===== src/hw/rdimm_buf_cfg.svh =====
// Constants for the registering command and address buffer.
// Assumes one 50 MHz clock whose rising edge is the input clock crossing.
`ifndef RDIMM_BUF_CFG_SVH
`define RDIMM_BUF_CFG_SVH
`define ADDR_CMD_W     22
`define CTL_W          4
`define RANK_W         4
`define FIFO_DEPTH     16
`define CFG_ADDR_LSB   0
`define CFG_ADDR_W     4
`define CFG_DATA_LSB   4
`define CFG_DATA_W     4
`define CTL_RESET      4'h0
`define SEL_IDLE       4'hf
`define ERR_HOLD_NS    40
`define CLK_PERIOD_NS  20
`define ERR_HOLD_CYC   ((`ERR_HOLD_NS + `CLK_PERIOD_NS - 1) / `CLK_PERIOD_NS)
`endif


===== src/hw/rdimm_buf_pkg.sv =====
// Types shared by the buffer modules.
// Assumes the constants header is compiled alongside.
package rdimm_buf_pkg;
  typedef enum logic [1:0] {
    chk_idle = 2'b00,
    chk_wait = 2'b01,
    chk_err  = 2'b10
  } chk_state_e;
endpackage


===== src/hw/word_stream_if.sv =====
// Valid/ready carrier for words between buffer modules.
// Assumes a single clock domain.
`timescale 1ns/10ps
interface word_stream_if #(parameter int W = 8);
  logic         valid;
  logic         ready;
  logic [W-1:0] data;
  modport src (output valid, output data, input ready);
  modport dst (input valid, input data, output ready);
endinterface


===== src/hw/word_fifo.sv =====
// Synchronous FIFO with valid and ready on both sides.
// Assumes one clock and a synchronous active-low reset.
`timescale 1ns/10ps
module word_fifo #(
  parameter int W     = 8,
  parameter int DEPTH = 16
) (
  // Clock and reset
  input wire logic    ref_clk,
  input wire logic    nrst,
  // Streams
  word_stream_if.dst  wr,
  word_stream_if.src  rd
);
  localparam int AW = $clog2(DEPTH);
  logic [W-1:0] mem [DEPTH];
  logic [AW:0]  wp;
  logic [AW:0]  rp;
  logic [AW:0]  next_wp;
  logic [AW:0]  next_rp;
  logic         push;
  logic         pop;

  assign wr.ready = (wp - rp) != (AW+1)'(DEPTH);
  assign rd.valid = wp != rp;
  assign rd.data  = mem[rp[AW-1:0]];
  assign push     = wr.valid && wr.ready;
  assign pop      = rd.valid && rd.ready;

  always_comb begin
    next_wp = push ? wp + 1'b1 : wp;
    next_rp = pop ? rp + 1'b1 : rp;
  end

  always_ff @(posedge ref_clk) begin
    if (!nrst) begin
      wp <= '0;
      rp <= '0;
    end else begin
      wp <= next_wp;
      rp <= next_rp;
    end
    if (push) begin
      mem[wp[AW-1:0]] <= wr.data;
    end
  end
endmodule


===== src/hw/parity_checker.sv =====
// Even parity check over selected command cycles.
// Assumes parity arrives one cycle after its command word.
`timescale 1ns/10ps
`include "rdimm_buf_cfg.svh"
module parity_checker #(
  parameter int W        = `ADDR_CMD_W,
  parameter int HOLD_CYC = `ERR_HOLD_CYC
) (
  // Clock and reset
  input  wire logic         ref_clk,
  input  wire logic         nrst,
  // Captured command cycle
  input  wire logic         cyc_sel,
  input  wire logic [W-1:0] cyc_bits,
  input  wire logic         parity_now,
  // Result
  output logic              mismatch
);
  logic                     pend;
  logic                     sum_lsb;
  logic                     next_pend;
  logic                     next_sum_lsb;
  logic                     next_mismatch;
  rdimm_buf_pkg::chk_state_e state;
  rdimm_buf_pkg::chk_state_e next_state;
  logic [3:0]               hold;
  logic [3:0]               next_hold;

  function automatic logic sum_bit(input logic [W-1:0] v);
    return ^v;
  endfunction

  always_comb begin
    next_pend    = cyc_sel;
    next_sum_lsb = sum_bit(cyc_bits);
    next_mismatch = pend && (sum_lsb != parity_now);
    next_state   = state;
    next_hold    = hold;
    case (state)
      rdimm_buf_pkg::chk_idle: begin
        if (next_mismatch) begin
          next_state = rdimm_buf_pkg::chk_err;
          next_hold  = 4'(HOLD_CYC);
        end
      end
      rdimm_buf_pkg::chk_err: begin
        if (next_mismatch) begin
          next_hold = 4'(HOLD_CYC);
        end else if (hold <= 4'h1) begin
          next_state = rdimm_buf_pkg::chk_idle;
          next_hold  = 4'h0;
        end else begin
          next_hold = hold - 4'h1;
        end
      end
      default: begin
        next_state = rdimm_buf_pkg::chk_idle;
        next_hold  = 4'h0;
      end
    endcase
  end

  always_ff @(posedge ref_clk) begin
    if (!nrst) begin
      pend    <= 1'b0;
      sum_lsb <= 1'b0;
      state   <= rdimm_buf_pkg::chk_idle;
      hold    <= 4'h0;
    end else begin
      pend    <= next_pend;
      sum_lsb <= next_sum_lsb;
      state   <= next_state;
      hold    <= next_hold;
    end
  end

  assign mismatch = state == rdimm_buf_pkg::chk_err;
endmodule


===== src/hw/rdimm_cmd_buffer.sv =====
// Registering command/address buffer with parity check for a memory module.
// Assumes all inputs except the mode strap are synchronous to ref_clk, the input clock crossing.
`timescale 1ns/10ps
`include "rdimm_buf_cfg.svh"
module rdimm_cmd_buffer #(
  parameter int AW = `ADDR_CMD_W,
  parameter int CW = `CTL_W
) (
  // Clock and reset
  input  wire logic          ref_clk,
  input  wire logic          nrst,
  // Mode strap, high for two-rank mode
  input  wire logic          quad_rank_select_enable_n,
  // Host command inputs
  input  wire logic [AW-1:0] addr_cmd_in,
  input  wire logic [1:0]    clock_enable_in,
  input  wire logic [1:0]    termination_ctl_in,
  input  wire logic [3:0]    rank_select_in,
  input  wire logic          cfg_access,
  input  wire logic          parity_in,
  // Redriven outputs
  output logic [AW-1:0]      addr_cmd_out_a,
  output logic [AW-1:0]      addr_cmd_out_b,
  output logic [1:0]         clock_enable_out,
  output logic [1:0]         termination_ctl_out,
  output logic [1:0]         clock_enable_out_b,
  output logic [1:0]         termination_ctl_out_b,
  output logic [1:0]         rank_select_out_a,
  output logic [1:0]         rank_select_out_b,
  output logic [3:0]         rank_select_out,
  output logic               out_valid,
  input  wire logic          out_ready,
  // Control register view
  output logic [CW-1:0]      ctl_reg_out,
  // Open-drain error pin
  output logic               parity_error_n_o,
  output logic               parity_error_n_oe
);
  localparam int WORD_W = AW + 8;
  logic [AW-1:0] cap_ac;
  logic [7:0]    cap_ctl;
  logic          cap_cfg;
  logic          cap_par;
  logic          cap_any;
  logic          quad_sync;
  logic          quad_mode;
  logic [CW-1:0] ctl_regs [4];
  logic [CW-1:0] next_ctl [4];
  logic          err;
  logic [WORD_W-1:0] out_word;

  word_stream_if #(.W(WORD_W)) to_fifo ();
  word_stream_if #(.W(WORD_W)) from_fifo ();

  // The mode strap is a board pin with no timing to ref_clk, so it passes two flops.
  // A strap change therefore takes effect two edges late.
  always_ff @(posedge ref_clk) begin
    if (!nrst) begin
      cap_ac    <= '0;
      cap_ctl   <= {4'h0, `SEL_IDLE};
      cap_cfg   <= 1'b0;
      cap_par   <= 1'b0;
      quad_sync <= 1'b0;
      quad_mode <= 1'b0;
    end else begin
      cap_ac    <= addr_cmd_in;
      cap_ctl   <= {clock_enable_in, termination_ctl_in, rank_select_in};
      cap_cfg   <= cfg_access;
      cap_par   <= parity_in;
      quad_sync <= !quad_rank_select_enable_n;
      quad_mode <= quad_sync;
    end
  end

  // Low select means selected; in two-rank mode only the lower two count.
  assign cap_any = quad_mode ? (cap_ctl[3:0] != 4'hf) : (cap_ctl[1:0] != 2'h3);

  always_comb begin
    for (int i = 0; i < 4; i++) begin
      next_ctl[i] = ctl_regs[i];
    end
    if (cap_cfg && cap_any) begin
      next_ctl[cap_ac[`CFG_ADDR_LSB +: 2]] = cap_ac[`CFG_DATA_LSB +: CW];
    end
  end

  always_ff @(posedge ref_clk) begin
    for (int i = 0; i < 4; i++) begin
      if (!nrst) begin
        ctl_regs[i] <= `CTL_RESET;
      end else begin
        ctl_regs[i] <= next_ctl[i];
      end
    end
  end
  assign ctl_reg_out = ctl_regs[0];

  // Configuration words stop here, and so do deselected cycles: they carry no command,
  // and queuing them would fill the buffer and squeeze out the commands behind them.
  assign to_fifo.valid = !cap_cfg && cap_any;
  assign to_fifo.data  = {cap_ctl, cap_ac};

  word_fifo #(.W(WORD_W), .DEPTH(`FIFO_DEPTH)) u_fifo (
    .ref_clk (ref_clk),
    .nrst    (nrst),
    .wr      (to_fifo),
    .rd      (from_fifo)
  );

  assign from_fifo.ready = out_ready;
  assign out_valid       = from_fifo.valid;
  assign out_word        = from_fifo.data;

  // Data is held in the FIFO register array; both copies come from one word.
  always_comb begin
    addr_cmd_out_a      = out_word[AW-1:0];
    addr_cmd_out_b      = out_word[AW-1:0];
    clock_enable_out      = out_word[AW+7 -: 2];
    clock_enable_out_b    = out_word[AW+7 -: 2];
    termination_ctl_out   = out_word[AW+5 -: 2];
    termination_ctl_out_b = out_word[AW+5 -: 2];
    if (quad_mode) begin
      rank_select_out   = out_word[AW+3 -: 4];
      rank_select_out_a = 2'h3;
      rank_select_out_b = 2'h3;
    end else begin
      rank_select_out   = `SEL_IDLE;
      rank_select_out_a = out_word[AW+1 -: 2];
      rank_select_out_b = out_word[AW+1 -: 2];
    end
  end

  // Only address and command bits enter the sum.
  parity_checker #(.W(AW)) u_par (
    .ref_clk    (ref_clk),
    .nrst       (nrst),
    .cyc_sel    (cap_any),
    .cyc_bits   (cap_ac),
    .parity_now (cap_par),
    .mismatch   (err)
  );

  assign parity_error_n_o  = 1'b0;
  assign parity_error_n_oe = err;
endmodule


===== config.mk =====
export PLATFORM = sky130hd
export DESIGN_NAME = rdimm_cmd_buffer
export DESIGN_NICKNAME = d
export VERILOG_FILES = /design/src/hw/rdimm_buf_pkg.sv /design/src/hw/word_stream_if.sv /design/src/hw/word_fifo.sv /design/src/hw/parity_checker.sv /design/src/hw/rdimm_cmd_buffer.sv
export VERILOG_INCLUDE_DIRS = /design/src /design/src/hw
export SDC_FILE = /design/constraint.sdc
export NUM_CORES = 1
export LEC_CHECK = 0
export BUFFER_PORTS_ARGS = -buffer_cell sky130_fd_sc_hd__buf_2
export CORE_MARGIN = 5
export CORE_UTILIZATION = 50
export DETAILED_ROUTE_END_ITERATION = 12
export PLACE_DENSITY = 0.67
export RECOVER_POWER = 100
export SYNTH_ARGS = -nofsm -noshare
export SYNTH_HDL_FRONTEND = slang
export SYNTH_SLANG_ARGS = --single-unit

===== constraint.sdc =====
create_clock -name ref_clk -period 6.2 [get_ports ref_clk]
set_input_delay 1.55 -clock ref_clk [delete_from_list [all_inputs] [get_ports ref_clk]]
set_output_delay 1.55 -clock ref_clk [all_outputs]
set_load 0.1 [all_outputs]

==> impl_metrics.py <==
metrics = {
    "logic_synthesis": {
        "avgSynthCellArea_um2": 21.7,
        "ys_types": 42,
        "synth_top_area_share_pct": 69.7,
        "synth-main-ff-cell": "edfxtp_1",
        "synth_common_cells": "edfxtp_1, mux4_2, dfxtp_1",
        "synth_area_leaders": "edfxtp_1, mux4_2, dfxtp_1",
        "async_flop_share_pct": 0,
        "synth_most_common_cell": "edfxtp_1",
        "synth-seq-area-share_pct": 75.4,
        "synth_fp_nets": 1003,
        "syn_inst": 955,
        "yosys_warnings": 0,
        "syn_area_um2": 20700,
        "synth_edf_count": 480,
        "ys_ff_latch": 539,
        "synth_top_area_cell": "edfxtp_1",
    },
    "pwr": {
        "switching_share_pct": 34.6,
        "finalPower_mw": 10.3,
        "p_switching_mw": 3.58,
        "p_leak_nw": 7.36,
        "clkPwrFrac_pct": 30.6,
        "seq_power_share_pct": 41.0,
        "internal_power_mw": 6.76,
        "p_comb_share_pct": 28.4,
        "max-vdd-ir-drop_v": 0.000469,
        "powerDensity_nw_per_um2": 444,
    },
    "placed_design": {
        "routabilityCongestion": 0.706,
        "dp_hpwl_um": 22100,
        "numPortBuffers": 101,
    },
    "detailed_routing": {
        "met2_length_um": 20400,
        "drt.antenna.violating_nets": 0,
        "drcViolationCount": 0,
        "wl_met3_um": 2610,
        "wl_met1_um": 18900,
        "wl_um": 42800,
        "vias_per_cell": 5.73,
        "top_layer_used": "met4",
        "routedWlPerCell_um": 26.0,
        "via_count": 9405,
        "drtPass1Iterations": 5,
        "drt-initial-drc-count": 976,
    },
    "clock_network": {
        "clock_path_buffers": 3,
        "clkTransAtPathRegs_ns": 0.06,
        "clock_latency_ns": 0.60,
        "cts_resized": 0,
        "root_buffer": "clkbuf_16",
        "cts_buffers": 54,
        "cts_num_sinks": 539,
        "cts_hold_buf": 0,
        "cts_tree": "yes",
        "htreeDepth": 2,
        "post-cts-setup-buffers": 0,
    },
    "die": {
        "ios": 103,
        "die_y_um": 213,
        "start_util_pct": 50.6,
        "dieArea_um2": 45500,
        "die_width_um": 213,
        "core.rowCount": 74,
        "core_um2": 40800,
    },
    "min_path": {
        "whs_path_depth": 1,
        "hold_path.class": "reg -> reg",
    },
    "global_routing": {
        "grt_pass1_vias": 9807,
        "grt_remaining_overflow": 0,
        "grtUsageTotal_pct": 19.2,
        "grt_antenna_before_repair": 1,
        "grt_pass1_wl_um": 63700,
        "grt_max_degree": 69,
    },
    "status": {
        "violations": "capacitance limit, slew limit",
        "outcome": "complete, but fails checks",
    },
    "critical_path": {
        "crit_type": "reg -> out",
        "crit_path_start_kind": "flop",
        "r2r_cells": 7,
        "crit_arrival_ns": 3.82,
        "critPathMaxFanout": 50,
        "cp-end-kind": "primary output",
        "required_ns": 4.65,
    },
    "sta": {
        "timing.hold.ws_ns": 0.449,
        "setup_tns_ns": 0,
        "fin_worst_skew_ns": 0.0184,
        "hold_violations": 0,
        "relSlewSlack_pct": -93.9,
        "tightestPinTransition_ns": 2.91,
        "min_period_ns": 5.37,
        "fin_crit_sh_pct": 86.7,
        "finalSetupViolCount": 0,
        "fmax_mhz": 186,
        "drv_slew": 517,
        "rsz0062_at_grt": "false",
    },
    "layout": {
        "syn2layout_area_growth_pct": 12.7,
        "nets": 1114,
        "drive_above_1_share_pct": 29.1,
    },
    "job": {
        "cap_viol_max_count": 20,
    },
}
-- layer usage --
metal / track usage [%] / vias to the layer above
li1: - / 4082
met2: 29.9 / 299
met4: 4.85 / 0
met5: 0 / -
met1: 29.5 / 4962
met3: 2.66 / 62
-- placed cells by master (no fill, tap or decap), drive strengths merged, types with 10 or more instances in the layout --
| cell | count |
|---|---|
| and2 | 36 |
| buf | 66 |
| clkbuf | 133 |
| clkinv | 18 |
| dfxtp | 59 |
| edfxtp | 480 |
| ha | 12 |
| inv | 11 |
| mux2i | 11 |
| mux4 | 148 |
| nand2 | 21 |
| nand2b | 11 |
| nor2 | 16 |
| nor2b | 10 |
| xnor2 | 24 |
-- path summary, 6_finish.rpt --
kind	endpoint	slack [ns]	startpoint
max	clock_enable_out_b[1]	0.83	flop
min	quad_mode	0.45	quad_sync
max reg2reg	u_fifo.mem[15][19]	1.08	u_fifo.wp[1]
min reg2reg	quad_mode	0.45	quad_sync
-- worst max-delay path, cell delays in order (launching register included) --
cell and delay [ns]:
dfxtp_2 1.21, buf_12 0.46, mux4_2 0.58, mux4_2 0.53, clkbuf_2 0.40
-- stage by stage --
step	worst slack [ns]	area, um2	std cells	util (%)
3_3_place_gp	1.81	21800	1542	53.3
4_1_cts	1.13	23500	1641	57.5
3_5_place_dp	1.79	21800	1542	53.3
6_report	0.826	23300	1642	57.1
2_1_floorplan	1.31	20700	955	-
5_1_grt	0.536	23300	1641	57.1
-- state kept, by name, summed over array words and instances, names as in the netlist, named ones only --
register and count:
quad_sync 1, cap_par 1, u_par.hold 4, ctl_regs 4
u_par.pend 1, quad_mode 1, cap_ac 22, u_fifo.wp 5
cap_cfg 1, u_fifo.mem 480, cap_ctl 8, u_par.sum_lsb 1
u_fifo.rp 5, u_par.state 1
-- final cells by class --
type / count / area [um2]
multi-input cells: 337 / 4670
clock buffers: 74 / 1480
fillers: 2997 / 17500
diodes: 1 / 2.50
repair buffers: 125 / 621
flip-flops and latches: 539 / 15600
well taps: 532 / 666
clock inverters: 25 / 226
inverters: 9 / 33.8
-- power groups by stage --
stage                     clock (mW)  sequential (mW)  combinational, mW
after floorplan                    0             4.21               2.72
after global placement             0             4.31               2.98
after detailed placement           0             4.32               3.00
after CTS                       3.22             4.25               3.00
after global routing            3.36             4.27               3.07
final                           3.16             4.24               2.94
-- cells by family (layout without fill, tap and decap cells) --
group / after synthesis / in the layout / share of synthesized area [%]
and+or+nand+nor: 120 / 120 / 3.28
adders and majority gates: 12 / 12 / 0.726
xor gates and xnor gates: 27 / 27 / 1.14
AOI/OAI and AO/OA: 15 / 15 / 0.496
buffers and inverters: 79 / 233 / 2.11
other: 1 / 2 / 0.0181
DFF: 539 / 539 / 75.4
muxes: 162 / 162 / 16.8
No activity file was read; power rests on OpenSTA's default activity.
